`config.mk`:
```
export PLATFORM = sky130hd
export DESIGN_NAME = mac_engine
export DESIGN_NICKNAME = d
export VERILOG_FILES = /design/src/mac_pkg.sv /design/src/mac_engine.sv
export SDC_FILE = /design/constraint.sdc
export NUM_CORES = 1
export LEC_CHECK = 0
export BUFFER_PORTS_ARGS = -buffer_cell sky130_fd_sc_hd__buf_4
export CORE_MARGIN = 3
export CORE_UTILIZATION = 55
export CTS_BUF_LIST = sky130_fd_sc_hd__clkbuf_4 sky130_fd_sc_hd__clkbuf_8 sky130_fd_sc_hd__clkbuf_16
export DETAILED_ROUTE_END_ITERATION = 8
export PLACE_DENSITY_LB_ADDON = 0.15
export SYNTH_ARGS = -nofsm -noshare
export SYNTH_HDL_FRONTEND = slang
export SYNTH_SLANG_ARGS = --single-unit
```
`constraint.sdc`:
```
create_clock -name CLOCK_IN -period 5.73 [get_ports CLOCK_IN]
set_clock_uncertainty 0.2 [all_clocks]
set_input_delay 0.573 -clock CLOCK_IN [delete_from_list [all_inputs] [get_ports CLOCK_IN]]
set_output_delay 0.573 -clock CLOCK_IN [all_outputs]
set_load 0.05 [all_outputs]
```
`src/mac_pkg.sv`:
```
`default_nettype none
package mac_pkg;
  // register word offsets (byte addresses)
  localparam logic [7:0] MAC_OFF_CONFIG  = 8'h00;
  localparam logic [7:0] MAC_OFF_STATUS  = 8'h04;
  localparam logic [7:0] MAC_OFF_OPA_HI  = 8'h08;
  localparam logic [7:0] MAC_OFF_OPA_LO  = 8'h0c;
  localparam logic [7:0] MAC_OFF_OPB_HI  = 8'h10;
  localparam logic [7:0] MAC_OFF_OPB_LO  = 8'h14;
  localparam logic [7:0] MAC_OFF_ACC_TOP = 8'h18;
  localparam logic [7:0] MAC_OFF_ACC3    = 8'h1c;
  localparam logic [7:0] MAC_OFF_ACC2    = 8'h20;
  localparam logic [7:0] MAC_OFF_ACC1    = 8'h24;
  localparam logic [7:0] MAC_OFF_ACC0    = 8'h28;
  localparam logic [7:0] MAC_OFF_RND_HI  = 8'h2c;
  localparam logic [7:0] MAC_OFF_RND_LO  = 8'h30;
  // config bit positions
  localparam int MAC_CF_MS  = 0;
  localparam int MAC_CF_FM  = 1;
  localparam int MAC_CF_SAT = 2;
  localparam int MAC_CF_CA  = 3;
  localparam int MAC_CF_SD  = 4;
  localparam int MAC_CF_SC  = 5;
  localparam logic [5:0] MAC_CF_RESET = 6'h00;
  // status bit positions
  localparam int MAC_ST_N  = 0;
  localparam int MAC_ST_SO = 1;
  localparam int MAC_ST_Z  = 2;
  localparam int MAC_ST_HO = 3;
  localparam logic [3:0] MAC_ST_RESET = 4'h4;
  // rounding constants
  localparam logic [15:0] MAC_RND_HALF = 16'h8000;
  localparam logic [15:0] MAC_SAT_POS  = 16'h7fff;
  localparam logic [15:0] MAC_SAT_NEG  = 16'h8000;
endpackage : mac_pkg
`default_nettype wire

```
`src/mac_engine.sv`:
```
// Notes on behaviour
// - signed 16x16 multiply added into a 40-bit path, done in two clocks.
// - format bit 0 means integer operands and integer accumulator.
// - format bit 1 means Q15 operands, accumulator point between bits 31 and 30.
// - accumulate mode adds product to the accumulator and stores the sum.
// - writing operand b low byte starts a three-stage pipeline, one clock each.
// - stage one multiplies, stage two adds and sets flags, stage three rounds.
// - a new start is accepted while the previous operation is in stage three.
// - rounded 16-bit result is valid at the end of stage three.
// - clear bit at start zeroes accumulator and flags, then clears itself.
// - multiply-only mode overwrites the accumulator with the product.
// - multiply-only mode leaves hard overflow flag unchanged.
// - shift-start shifts accumulator in one clock, rounding next clock, bit self-clears.
// - direction 0 shifts left, 1 shifts right with bit 39 copied.
// - shifts change no status flag.
// - round bits 31-16 up when low half above 0x8000, or equal and bit 16 set.
// - rounding recomputed in stage three, after a shift, and on accumulator byte 0 write.
// - rounding never changes the accumulator and ignores format.
// - saturate gives 0x7fff or 0x8000 on overflow; off means no saturation.
// - accumulator visible as five read/write byte registers.
// - rounding register holds 16 low bits; sign is the negative flag.
// - hard overflow sets on overflow out of top byte, sticky until cleared.
`default_nettype none
module mac_engine
  import mac_pkg::*;
#(
  parameter int DATA_W = 16,
  parameter int ACC_W  = 40
)(
  // clock and reset
  input  wire logic        CLOCK_IN,
  input  wire logic        RST_IN,
  // apb slave
  input  wire logic        PSEL_IN,
  input  wire logic        PENABLE_IN,
  input  wire logic        PWRITE_IN,
  input  wire logic [7:0]  PADDR_IN,
  input  wire logic [31:0] PWDATA_IN,
  output logic             PREADY_OUT,
  output logic [31:0]      PRDATA_OUT,
  output logic             PSLVERR_OUT,
  // status
  output logic             BUSY_OUT
);
  import mac_pkg::*;

  // the datapath below is written for the documented widths only
  if (DATA_W != 16 || ACC_W != 40)
  begin : g_bad_size
    $error("mac_engine supports only 16-bit operands and a 40-bit accumulator");
  end

  typedef struct packed {
    logic [5:0]  cfg;
    logic [3:0]  sta;
    logic [15:0] opa;
    logic [15:0] opb;
    logic [39:0] acc;
    logic [15:0] rnd;
    logic [31:0] prod;
    logic        s1;
    logic        s1_ms;
    logic        s1_fm;
    logic        s2;
    logic        s3;
    logic        busy;
    logic        rnd_req;
    logic        sh_done;
    logic        ready;
    logic [31:0] rdata;
    logic        slverr;
  } mac_state_s;

  mac_state_s st;
  mac_state_s next_st;

  logic        wr_acc;
  logic        rd_acc;
  logic        mapped;
  logic [31:0] prod_c;
  logic [39:0] addend;
  logic [39:0] sum;
  logic        ovf_top;
  logic        ovf_low;
  logic [16:0] rnd_inc;
  logic [15:0] rnd_c;
  logic        rnd_up;
  logic        rnd_ovf;
  logic [39:0] acc_view;
  logic [31:0] rd_word;
  logic        wr_cfg;
  logic        wr_sta;
  logic        wr_opa_hi;
  logic        wr_opa_lo;
  logic        wr_opb_hi;
  logic        wr_opb_lo;
  logic        wr_top;
  logic        wr_b3;
  logic        wr_b2;
  logic        wr_b1;
  logic        wr_b0;
  logic        start_op;

  ////////////////////////////////////////////////////////////////////////////
  // arithmetic helpers
  always_comb
  begin
    // fractional mode shifts the product left by one to align Q15*Q15 at bit 30
    // operands sign-extended to full width so the product is formed at 32 bits
    prod_c = 32'($signed({{16{st.opa[15]}}, st.opa}) * $signed({{16{st.opb[15]}}, st.opb}));
    addend = st.s1_fm ? {{7{st.prod[31]}}, st.prod, 1'b0}
                      : {{8{st.prod[31]}}, st.prod};
    // accumulator value that stage two will store; rounding reads it back from the register in stage three
    sum     = (st.s1_ms ? 40'h0 : st.acc) + addend;
    ovf_top = (~st.s1_ms) & (st.acc[39] == addend[39]) & (sum[39] != st.acc[39]);
    ovf_low = (sum[39:31] != {9{sum[31]}});
    acc_view = st.acc;
    // unbiased rounding on bits 31-16
    rnd_up  = (acc_view[15:0] > MAC_RND_HALF) ||
              ((acc_view[15:0] == MAC_RND_HALF) && acc_view[16]);
    rnd_inc = {1'b0, acc_view[31:16]} + {16'h0, rnd_up};
    // overflow when the rounded value does not fit a signed 16-bit word
    rnd_ovf = (acc_view[39:31] != {9{acc_view[31]}}) ||
              (rnd_up && acc_view[31:16] == MAC_SAT_POS);
    if (st.cfg[MAC_CF_SAT] && rnd_ovf)
      rnd_c = acc_view[39] ? MAC_SAT_NEG : MAC_SAT_POS;
    else
      rnd_c = rnd_inc[15:0];
  end

  ////////////////////////////////////////////////////////////////////////////
  // bus decode
  always_comb
  begin
    mapped = 1'b1;
    case (PADDR_IN)
      MAC_OFF_CONFIG, MAC_OFF_STATUS, MAC_OFF_OPA_HI, MAC_OFF_OPA_LO,
      MAC_OFF_OPB_HI, MAC_OFF_OPB_LO, MAC_OFF_ACC_TOP, MAC_OFF_ACC3,
      MAC_OFF_ACC2, MAC_OFF_ACC1, MAC_OFF_ACC0, MAC_OFF_RND_HI, MAC_OFF_RND_LO:
        mapped = 1'b1;
      default:
        mapped = 1'b0;
    endcase
    // a write lands at the edge that completes the transfer, with ready high
    wr_acc = PSEL_IN & PENABLE_IN & PWRITE_IN & st.ready & mapped;
    rd_acc = PSEL_IN & PENABLE_IN & ~PWRITE_IN & ~st.ready;
  end

  ////////////////////////////////////////////////////////////////////////////
  // write strobes, one per writable register
  always_comb
  begin
    wr_cfg    = 1'b0;
    wr_sta    = 1'b0;
    wr_opa_hi = 1'b0;
    wr_opa_lo = 1'b0;
    wr_opb_hi = 1'b0;
    wr_opb_lo = 1'b0;
    wr_top    = 1'b0;
    wr_b3     = 1'b0;
    wr_b2     = 1'b0;
    wr_b1     = 1'b0;
    wr_b0     = 1'b0;
    if (wr_acc)
    begin
      case (PADDR_IN)
        MAC_OFF_CONFIG:
        begin
          wr_cfg = 1'b1;
        end
        MAC_OFF_STATUS:
        begin
          wr_sta = 1'b1;
        end
        MAC_OFF_OPA_HI:
        begin
          wr_opa_hi = 1'b1;
        end
        MAC_OFF_OPA_LO:
        begin
          wr_opa_lo = 1'b1;
        end
        MAC_OFF_OPB_HI:
        begin
          wr_opb_hi = 1'b1;
        end
        MAC_OFF_OPB_LO:
        begin
          wr_opb_lo = 1'b1;
        end
        MAC_OFF_ACC_TOP:
        begin
          wr_top = 1'b1;
        end
        MAC_OFF_ACC3:
        begin
          wr_b3 = 1'b1;
        end
        MAC_OFF_ACC2:
        begin
          wr_b2 = 1'b1;
        end
        MAC_OFF_ACC1:
        begin
          wr_b1 = 1'b1;
        end
        MAC_OFF_ACC0:
        begin
          wr_b0 = 1'b1;
        end
        default:
        begin
          wr_b0 = 1'b0;
        end
      endcase
    end
    // the operand b low byte write is the start of an operation
    start_op = wr_opb_lo;
  end

  ////////////////////////////////////////////////////////////////////////////
  // read multiplexer
  always_comb
  begin
    rd_word = 32'h0;
    case (PADDR_IN)
      MAC_OFF_CONFIG:  rd_word = {26'h0, st.cfg};
      MAC_OFF_STATUS:  rd_word = {28'h0, st.sta};
      MAC_OFF_OPA_HI:  rd_word = {24'h0, st.opa[15:8]};
      MAC_OFF_OPA_LO:  rd_word = {24'h0, st.opa[7:0]};
      MAC_OFF_OPB_HI:  rd_word = {24'h0, st.opb[15:8]};
      MAC_OFF_OPB_LO:  rd_word = {24'h0, st.opb[7:0]};
      MAC_OFF_ACC_TOP: rd_word = {24'h0, st.acc[39:32]};
      MAC_OFF_ACC3:    rd_word = {24'h0, st.acc[31:24]};
      MAC_OFF_ACC2:    rd_word = {24'h0, st.acc[23:16]};
      MAC_OFF_ACC1:    rd_word = {24'h0, st.acc[15:8]};
      MAC_OFF_ACC0:    rd_word = {24'h0, st.acc[7:0]};
      MAC_OFF_RND_HI:  rd_word = {24'h0, st.rnd[15:8]};
      MAC_OFF_RND_LO:  rd_word = {24'h0, st.rnd[7:0]};
      default:         rd_word = 32'h0;
    endcase
  end

  ////////////////////////////////////////////////////////////////////////////
  // next state
  always_comb
  begin
    next_st         = st;
    next_st.ready   = PSEL_IN & PENABLE_IN & ~st.ready;
    next_st.slverr  = PSEL_IN & PENABLE_IN & ~st.ready & ~mapped;
    next_st.s1      = start_op;
    next_st.s2      = st.s1;
    next_st.s3      = st.s2;
    next_st.rnd_req = wr_b0;
    next_st.sh_done = 1'b0;

    // stage one: product of the operands as they stand after the start write
    if (st.s1)
    begin
      next_st.prod = prod_c;
    end

    // stage three, a finished shift or an accumulator byte 0 write: rounding
    if (st.s3 || st.sh_done || st.rnd_req)
    begin
      next_st.rnd = rnd_c;
    end

    // accumulator shift, flags untouched; ahead of writes so a new shift bit survives
    if (st.cfg[MAC_CF_SC])
    begin
      next_st.acc = st.cfg[MAC_CF_SD] ? {st.acc[39], st.acc[39:1]}
                                      : {st.acc[38:0], 1'b0};
      next_st.cfg[MAC_CF_SC] = 1'b0;
      next_st.sh_done = 1'b1;
    end

    // software writes
    if (wr_cfg)
    begin
      next_st.cfg = PWDATA_IN[5:0];
    end
    if (wr_sta)
    begin
      next_st.sta = PWDATA_IN[3:0];
    end
    if (wr_opa_hi)
    begin
      next_st.opa[15:8] = PWDATA_IN[7:0];
    end
    if (wr_opa_lo)
    begin
      next_st.opa[7:0] = PWDATA_IN[7:0];
    end
    if (wr_opb_hi)
    begin
      next_st.opb[15:8] = PWDATA_IN[7:0];
    end
    if (wr_opb_lo)
    begin
      next_st.opb[7:0] = PWDATA_IN[7:0];
    end
    if (wr_top)
    begin
      next_st.acc[39:32] = PWDATA_IN[7:0];
    end
    if (wr_b3)
    begin
      next_st.acc[31:24] = PWDATA_IN[7:0];
    end
    if (wr_b2)
    begin
      next_st.acc[23:16] = PWDATA_IN[7:0];
    end
    if (wr_b1)
    begin
      next_st.acc[15:8] = PWDATA_IN[7:0];
    end
    if (wr_b0)
    begin
      next_st.acc[7:0] = PWDATA_IN[7:0];
    end

    // stage two: add and write flags; after the status write so a set wins
    if (st.s2)
    begin
      next_st.acc = sum;
      next_st.sta[MAC_ST_Z]  = (sum == 40'h0);
      next_st.sta[MAC_ST_N]  = sum[39];
      next_st.sta[MAC_ST_SO] = ovf_low;
      if (ovf_top)
      begin
        next_st.sta[MAC_ST_HO] = 1'b1;
      end
    end

    // a start latches the mode bits and applies a pending clear
    if (start_op)
    begin
      next_st.s1_ms = st.cfg[MAC_CF_MS];
      next_st.s1_fm = st.cfg[MAC_CF_FM];
      if (st.cfg[MAC_CF_CA])
      begin
        next_st.acc = 40'h0;
        next_st.sta = 4'h0;
        next_st.cfg[MAC_CF_CA] = 1'b0;
      end
    end

    // read data, captured in the first access cycle
    if (rd_acc)
    begin
      next_st.rdata = rd_word;
    end

    // busy follows the first two stages, registered for a clean output
    next_st.busy = next_st.s1 | next_st.s2;
  end

  ////////////////////////////////////////////////////////////////////////////
  // state register
  always_ff @(posedge CLOCK_IN)
  begin
    if (RST_IN)
    begin
      st         <= '0;
      st.cfg     <= MAC_CF_RESET;
      st.sta     <= MAC_ST_RESET;
    end
    else
    begin
      st <= next_st;
    end
  end

  ////////////////////////////////////////////////////////////////////////////
  // outputs
  always_comb
  begin
    PREADY_OUT  = st.ready;
    PRDATA_OUT  = st.rdata;
    PSLVERR_OUT = st.slverr;
    BUSY_OUT    = st.busy;
  end
endmodule : mac_engine
`default_nettype wire

```
==> results of run 1 <==
## worst reg2reg max path: stages (launching register included)
cell and delay (ns):
sky130_fd_sc_hd__dfxtp_4 0.37, sky130_fd_sc_hd__buf_4 0.15, sky130_fd_sc_hd__and2_1 0.15, sky130_fd_sc_hd__fa_1 0.50, sky130_fd_sc_hd__fa_1 0.57, sky130_fd_sc_hd__ha_1 0.15
sky130_fd_sc_hd__inv_1 0.05, sky130_fd_sc_hd__fa_1 0.47, sky130_fd_sc_hd__inv_1 0.05, sky130_fd_sc_hd__fa_1 0.53, sky130_fd_sc_hd__inv_1 0.05, sky130_fd_sc_hd__fa_1 0.48
sky130_fd_sc_hd__inv_1 0.06, sky130_fd_sc_hd__ha_1 0.20, sky130_fd_sc_hd__or3_4 0.41, sky130_fd_sc_hd__buf_4 0.16, sky130_fd_sc_hd__o21ai_2 0.20, sky130_fd_sc_hd__a31oi_4 0.15
sky130_fd_sc_hd__or4_4 0.45, sky130_fd_sc_hd__a31o_4 0.25, sky130_fd_sc_hd__a21oi_2 0.14, sky130_fd_sc_hd__xnor2_1 0.07, sky130_fd_sc_hd__mux2i_1 0.15, sky130_fd_sc_hd__nor2_1 0.06
## metrics by stage
stage / hold WS (ns) / worst slack, ns
floorplan: 0.244 / -0.162
global placement: 0.269 / -0.445
detailed placement: 0.274 / -0.573
CTS: 0.188 / -0.318
global route: 0.219 / -0.590
finish: 0.198 / -0.413
## final cells by class
class / instances / area, um2
multi-input cells: 1791 / 16000
clock buffers: 18 / 433
clock inverters: 14 / 176
fillers: 3061 / 12700
well taps: 461 / 577
repair buffers: 237 / 1960
inverters: 310 / 1170
flip-flops and latches: 148 / 3050
## cells by family after synthesis
group                    after synthesis  synth area share
flip-flops                           148             0.146
adder cells (fa/ha/maj)              386             0.334
buffers and inverters                482            0.0950
AO/OA/AOI/OAI                        416             0.143
multiplexers                         129            0.0655
XOR/XNOR                              80            0.0344
other                                  1          0.000184
AND/OR/NAND/NOR                      756             0.182
## worst max-delay path by stage
stage | endpoint | cells past startpoint | slack [ns] | startpoint
finish | st[62] | 23 | -0.41 | st[131]
global route | st[62] | 23 | -0.59 | st[131]
CTS | st[62] | 20 | -0.32 | st[153]
detailed placement | st[72] | 21 | -0.57 | st[133]
global placement | st[72] | 21 | -0.44 | st[133]
floorplan | st[62] | 21 | -0.16 | st[153]
## routing by layer
layer	vias up	global-route usage	wire [um]
met5	-	0	0
met4	0	0.0954	2060
met3	128	0.0424	4020
met2	630	0.509	28300
met1	8768	0.431	25700
li1	8136	-	-
## registers in the layout, summed over array words and instances (netlist names)
| register | flops |
|---|---|
| PRDATA_OUT | 8 |
| next_st | 2 |
| PREADY_OUT | 1 |
| BUSY_OUT | 1 |
| st | 95 |
| acc_view | 40 |
| PSLVERR_OUT | 1 |
## placed cells by master, fill, tap and decap left out, types with 14 or more instances in the layout
| master | instances |
|---|---|
| sky130_fd_sc_hd__a211oi_1 | 133 |
| sky130_fd_sc_hd__a21o_1 | 36 |
| sky130_fd_sc_hd__a21oi_1 | 68 |
| sky130_fd_sc_hd__a22oi_1 | 35 |
| sky130_fd_sc_hd__and2_1 | 119 |
| sky130_fd_sc_hd__buf_4 | 208 |
| sky130_fd_sc_hd__buf_6 | 20 |
| sky130_fd_sc_hd__clkbuf_16 | 17 |
| sky130_fd_sc_hd__conb_1 | 24 |
| sky130_fd_sc_hd__dfxtp_1 | 116 |
| sky130_fd_sc_hd__dfxtp_2 | 14 |
| sky130_fd_sc_hd__dfxtp_4 | 18 |
| sky130_fd_sc_hd__fa_1 | 254 |
| sky130_fd_sc_hd__ha_1 | 117 |
| sky130_fd_sc_hd__inv_1 | 299 |
| sky130_fd_sc_hd__mux2_2 | 32 |
| sky130_fd_sc_hd__mux2i_1 | 96 |
| sky130_fd_sc_hd__nand2_1 | 180 |
| sky130_fd_sc_hd__nand2b_1 | 15 |
| sky130_fd_sc_hd__nand3_1 | 38 |
| sky130_fd_sc_hd__nand4_1 | 16 |
| sky130_fd_sc_hd__nor2_1 | 217 |
| sky130_fd_sc_hd__nor2b_1 | 48 |
| sky130_fd_sc_hd__nor3_1 | 33 |
| sky130_fd_sc_hd__o21ai_0 | 28 |
| sky130_fd_sc_hd__xnor2_1 | 45 |
| sky130_fd_sc_hd__xor2_1 | 30 |
## power breakdown
group          total [uW]  switching (uW)  internal (uW)
sequential           1020            1.76           1020
clock                1210             514            695
combinational         119            98.5           20.0
total                2350             614           1740
## what timing repair did
action	in CTS	in global routing
gates resized for setup	71	69
setup buffers	6	18
pin swaps	31	37
endpoints found under the setup margin	15	17
==> load_flow_metrics.sql, run 1 <==
INSERT INTO impl_metrics (metric_group, metric, value, unit) VALUES
('place', 'placed_cell_area', '22100', 'um2'),
('synth', 'post-synth-top-area-fraction', '0.259', ''),
('clock_network', 'clock_sink_count', '148', ''),
('pwr', 'ir_worst_vdd', '0.147', 'mV'),
('critical_path', 'timing.critical_path.slowest_stage_cell', 'sky130_fd_sc_hd__fa_1', ''),
('clock_network', 'holdBufCountCts', '0', ''),
('clock_network', 'htreeDepth', '4', ''),
('run', 'max_cap_violations', '0', ''),
('grt', 'globalRoute.totalOverflow', '0', ''),
('synth', 'synth_cell_type_count', '71', ''),
('clock_network', 'tritoncts.num_buffers', '17', ''),
('synth', 'ys_top_cells_by_count', 'sky130_fd_sc_hd__inv_1, sky130_fd_sc_hd__fa_1, sky130_fd_sc_hd__nor2_1', ''),
('pwr', 'static_leakage', '0.0105', 'uW'),
('synth', 'post_synth_edffs', '0', ''),
('finish', 'finish.net_count', '2936', ''),
('critical_path', 'worst_path_most_repeated_cell', 'sky130_fd_sc_hd__fa_1', ''),
('sta', 'timing.final.crit_period', '6.14', 'ns'),
('synth', 'async_flop_share', '0', ''),
('finish', 'total_inserted_antenna_cells', '0', ''),
('critical_path', 'cp_top_family', 'adder cells', ''),
('critical_path', 'required', '5.84', 'ns'),
('synth', 'post_synth_inst_count', '2398', ''),
('place', 'dp_cells', '2927', ''),
('grt', 'grt_pass1_vias', '17700', ''),
('clock_network', 'tritoncts_clock_tree', 'built', ''),
('synth', 'synth_area_leaders', 'sky130_fd_sc_hd__fa_1, sky130_fd_sc_hd__dfxtp_1, sky130_fd_sc_hd__ha_1', ''),
('die', 'effective_utilization_at_floorplan', '0.565', ''),
('place', 'port_buffers', '31', ''),
('grt', 'grt_max_degree', '83', ''),
('synth', 'yosysWarnings', '0', ''),
('critical_path', 'setup.worst_path.start_class', 'flip-flop', ''),
('grt', 'antenna_found_initial', '0', ''),
('finish', 'layoutNonFillerInstCount', '2979', ''),
('die', 'core_area', '36000', 'um2'),
('synth', 'yosysSeqAreaShare', '0.146', ''),
('critical_path', 'critical_path.endpoint_type', 'flip-flop', ''),
('route', 'drt_iter0_markers', '1479', ''),
('route', 'detailroute.via_count', '17700', ''),
('critical_path', 'setup_crit_path_kind', 'reg2reg', ''),
('die', 'placement_rows', '69', ''),
('min_path', 'timing.hold.worst.class', 'in2reg', ''),
('place', 'hpwlAfterDp', '47000', 'um'),
('min_path', 'timing.hold.worst_path_depth', '3', ''),
('synth', 'postSynthAreaPerCell', '8.49', 'um2'),
('finish', 'drive_gt1_frac', '0.172', ''),
('sta', 'final_hold_viol_count', '0', ''),
('route', 'detail_route.first_pass.iterations', '6', ''),
('run_status', 'violations', 'negative setup slack', ''),
('grt', 'grt_usage', '0.311', ''),
('sta', 'timing.final.ws_setup', '-0.413', 'ns'),
('die', 'die_x_extent', '198', 'um'),
('sta', 'report.final.setup_viol', '15', ''),
('finish', 'final_util', '0.648', ''),
('pwr', 'fin_total_pwr', '2350', 'uW'),
('critical_path', 'cp_slowest_stage_delay', '0.57', 'ns'),
('sta', 'finalCritPeriodShare', '1.07', ''),
('critical_path', 'critical_path.cell_chain', 'buf_4, and2_1, fa_1, fa_1, ha_1, inv_1, fa_1, inv_1, fa_1, inv_1, fa_1, inv_1, ha_1, or3_4, buf_4, o21ai_2, a31oi_4, or4_4, a31o_4, a21oi_2, xnor2_1, mux2i_1, nor2_1', ''),
('critical_path', 'critical_path_peak_fanout', '4', ''),
('route', 'drcViolationCount', '0', ''),
('sta', 'clock.fmax', '163', 'MHz'),
('die', 'boundaryPins', '80', ''),
('critical_path', 'crit_buf_inv', '6', ''),
('critical_path', 'worst_r2r_startpoint', 'st[131]', ''),
('min_path', 'min_from', 'PENABLE_IN', ''),
('finish', 'areaGrowthSynthToFinish', '14.7', '%'),
('run_status', 'status', 'complete, but fails checks', ''),
('die', 'die_y', '198', 'um'),
('place', 'gp_congestion', '0.954', ''),
('sta', 'worst_pin_slew', '1.05', 'ns'),
('synth', 'synth.cell_area', '20400', 'um2'),
('route', 'vias_per_cell', '5.93', '');
(Power assumes the default switching activity.)
==> run 2: changes to the inputs <==
--- a/config.mk
+++ b/config.mk
@@ -6,7 +6,7 @@
 export NUM_CORES = 1
 export LEC_CHECK = 0
 export BUFFER_PORTS_ARGS = -buffer_cell sky130_fd_sc_hd__buf_4
-export CORE_MARGIN = 3
+export CORE_MARGIN = 4
 export CORE_UTILIZATION = 55
 export CTS_BUF_LIST = sky130_fd_sc_hd__clkbuf_4 sky130_fd_sc_hd__clkbuf_8 sky130_fd_sc_hd__clkbuf_16
 export DETAILED_ROUTE_END_ITERATION = 8
==> run 2 against run 1 <==
The flow still finishes with violations (negative setup slack). First-iteration DRC count rose by 1.1%. Total power fell by 2.5%. Routed wire length barely moved. Sequential power barely moved. Critical path depth fell by 2. Worst setup slack improved by 0.11 ns. Critical endpoint is now st[72].
==> load_flow_metrics.sql, run 2 (synthesis results as in run 1) <==
INSERT INTO impl_metrics (metric_group, metric, value, unit) VALUES
('run_status', 'status', 'complete, but fails checks', ''),
('run_status', 'violations', 'negative setup slack', ''),
('critical_path', 'setup.worst_path.start_class', 'flip-flop', ''),
('sta', 'rsz0062_at_grt', 'yes', ''),
('clock_network', 'clock_sink_count', '148', ''),
('pwr', 'comb_power_share', '0.052', ''),
('sta', 'timing.final.ws_setup', '-0.305', 'ns'),
('grt', 'grt_max_degree', '83', ''),
('clock_network', 'cts_root_buf', 'sky130_fd_sc_hd__clkbuf_16', ''),
('pwr', 'sw_frac_of_total', '0.260', ''),
('route', 'drcViolationCount', '0', ''),
('grt', 'antenna_found_initial', '0', ''),
('place', 'hpwlAfterDp', '47000', 'um'),
('finish', 'layout_common_cells', 'sky130_fd_sc_hd__inv_1, sky130_fd_sc_hd__fa_1, sky130_fd_sc_hd__nor2_1, sky130_fd_sc_hd__buf_4, sky130_fd_sc_hd__nand2_1', ''),
('clock_network', 'tritoncts.num_buffers', '17', ''),
('sta', 'maxSlewHeadroom', '0.235', ''),
('route', 'detail_route.first_pass.iterations', '5', ''),
('sta', 'fin_tns_setup', '-1.93', 'ns'),
('sta', 'slew_viol_final', '0', ''),
('critical_path', 'required', '5.92', 'ns'),
('clock_network', 'htreeDepth', '4', ''),
('die', 'die_y', '200', 'um'),
('grt', 'globalRoute.totalOverflow', '0', ''),
('critical_path', 'setup_crit_path_kind', 'reg2reg', ''),
('place', 'gp_congestion', '1.01', ''),
('clock_network', 'clk_transition_reported_paths', '0.07', 'ns'),
('clock_network', 'tritoncts_clock_tree', 'built', ''),
('clock_network', 'clock_path_buffers', '2', ''),
('finish', 'finalInstanceArea', '23200', 'um2'),
('finish', 'register_area', '3030', 'um2'),
('finish', 'layout_commonest_cell', 'sky130_fd_sc_hd__inv_1', ''),
('pwr', 'seq_power_share', '0.448', ''),
('pwr', 'static_leakage', '0.0104', 'uW'),
('route', 'routedWlPerCell', '20.2', 'um'),
('critical_path', 'crit_buf_inv', '4', ''),
('critical_path', 'critical_path.endpoint_type', 'flip-flop', ''),
('finish', 'largest_register_ff_count', '95', ''),
('min_path', 'timing.hold.worst.class', 'in2reg', ''),
('pwr', 'clock_power_share', '0.500', ''),
('sta', 'worst_pin_slew', '1.14', 'ns'),
('finish', 'drive_gt1_frac', '0.159', ''),
('pwr', 'p_int', '1700', 'uW'),
('critical_path', 'critical_path_peak_fanout', '8', ''),
('run', 'max_cap_violations', '0', ''),
('route', 'vias_per_cell', '5.93', ''),
('pwr', 'power_density', '99.0', 'nW/um2'),
('die', 'effective_utilization_at_floorplan', '0.557', ''),
('sta', 'report.final.setup_viol', '11', ''),
('sta', 'clock.fmax', '166', 'MHz'),
('critical_path', 'cp_top_family', 'adder cells', ''),
('place', 'dp_slack', '-0.518', 'ns'),
('die', 'dieArea', '40100', 'um2'),
('critical_path', 'timing.critical_path.slowest_stage_cell', 'sky130_fd_sc_hd__fa_2', ''),
('sta', 'timing.final.crit_period', '6.04', 'ns'),
('finish', 'areaGrowthSynthToFinish', '13.8', '%'),
('route', 'drt_iter0_markers', '1495', ''),
('place', 'placed_cell_area', '22100', 'um2'),
('finish', 'multi_input_area', '15900', 'um2'),
('finish', 'final_util', '0.634', ''),
('die', 'boundaryPins', '80', ''),
('route', 'drtAntennaViolNets', '0', ''),
('sta', 'finalCritPeriodShare', '1.05', ''),
('pwr', 'ir_worst_vdd', '0.194', 'mV'),
('critical_path', 'cp_slowest_stage_delay', '0.54', 'ns'),
('critical_path', 'cp_data_arrival_time', '6.22', 'ns'),
('grt', 'grt_usage', '0.302', ''),
('sta', 'final_hold_viol_count', '0', ''),
('pwr', 'fin_total_pwr', '2290', 'uW'),
('critical_path', 'critical_path.cell_chain', 'and2_4, fa_1, inv_1, fa_1, fa_2, inv_1, fa_1, fa_1, inv_1, fa_1, inv_1, ha_4, nand4_1, a21oi_2, o21ai_2, a31oi_4, o21ai_4, o31ai_4, a21oi_2, or4_1, nand3_1', ''),
('pwr', 'power.switching', '597', 'uW'),
('place', 'port_buffers', '31', ''),
('finish', 'total_inserted_antenna_cells', '0', ''),
('clock_network', 'holdBufCountCts', '0', ''),
('die', 'core_area', '36500', 'um2'),
('clock_network', 'clock_insertion_delay_worst_skew', '0.45', 'ns'),
('critical_path', 'ff2ff_setup_slack', '-0.31', 'ns'),
('finish', 'finish.net_count', '2928', ''),
('critical_path', 'worst_path_most_repeated_cell', 'sky130_fd_sc_hd__fa_1', ''),
('route', 'wl', '60100', 'um'),
('finish', 'register_with_the_most_flip_flops', 'st', ''),
('route', 'detailroute.via_count', '17700', ''),
('grt', 'grt_pass1_vias', '18000', ''),
('die', 'die_x_extent', '200', 'um'),
('die', 'placement_rows', '70', ''),
('finish', 'filler_cell_count', '3144', ''),
('grt', 'grt_first_pass_wirelength', '98000', 'um');
run 2: timing repair:
action                                  CTS  global route
endpoints found under the setup margin   15            17
gates cloned                              0             0
buffers inserted                         12             2
pin swaps                                38            11
gates resized for setup                  89            10
run 2: cell type report:
class,count,area share
Sequential cell,148,0.131
Clock buffer,18,0.0187
Inverter,310,0.0502
Timing Repair Buffer,229,0.0814
Multi-Input combinational cell,1791,0.687
Clock inverter,14,0.00670
Tap cell,468,0.0253
run 2: final timing paths:
kind | startpoint | endpoint | cells past startpoint
worst min register to register | st[166] | st[40] | 2
worst max-delay path | st[134] | st[72] | 21
worst min-delay path | PENABLE_IN | PREADY_OUT | 3
worst max register to register | st[134] | st[72] | 21
run 2: per-stage QoR:
stage	hold slack (ns)	instances
finish	0.208	2978
global route	0.212	2978
CTS	0.193	2977
detailed placement	0.267	2935
global placement	0.263	2935
floorplan	0.244	2421
run 2: tightest hold or removal path: cells and delay by family:
kind / cells / cell delay [ns]
buffers and inverters: 1 / 0.11
AND/OR/NAND/NOR: 2 / 0.12
run 2: metal layers:
metal,vias up,part of all wire,GRT usage
met5,-,0,0
met4,0,0.028,0.0836
met3,106,0.068,0.0408
met2,628,0.48,0.498
met1,8831,0.43,0.422
li1,8109,-,-
run 2: power by group through the flow:
stage / clock [uW] / sequential [uW] / combinational, uW
floorplan: 0 / 1060 / 93.2
global placement: 0 / 1060 / 117
detailed placement: 0 / 1060 / 118
CTS: 1150 / 1030 / 118
global route: 1200 / 1030 / 124
finish: 1150 / 1030 / 120
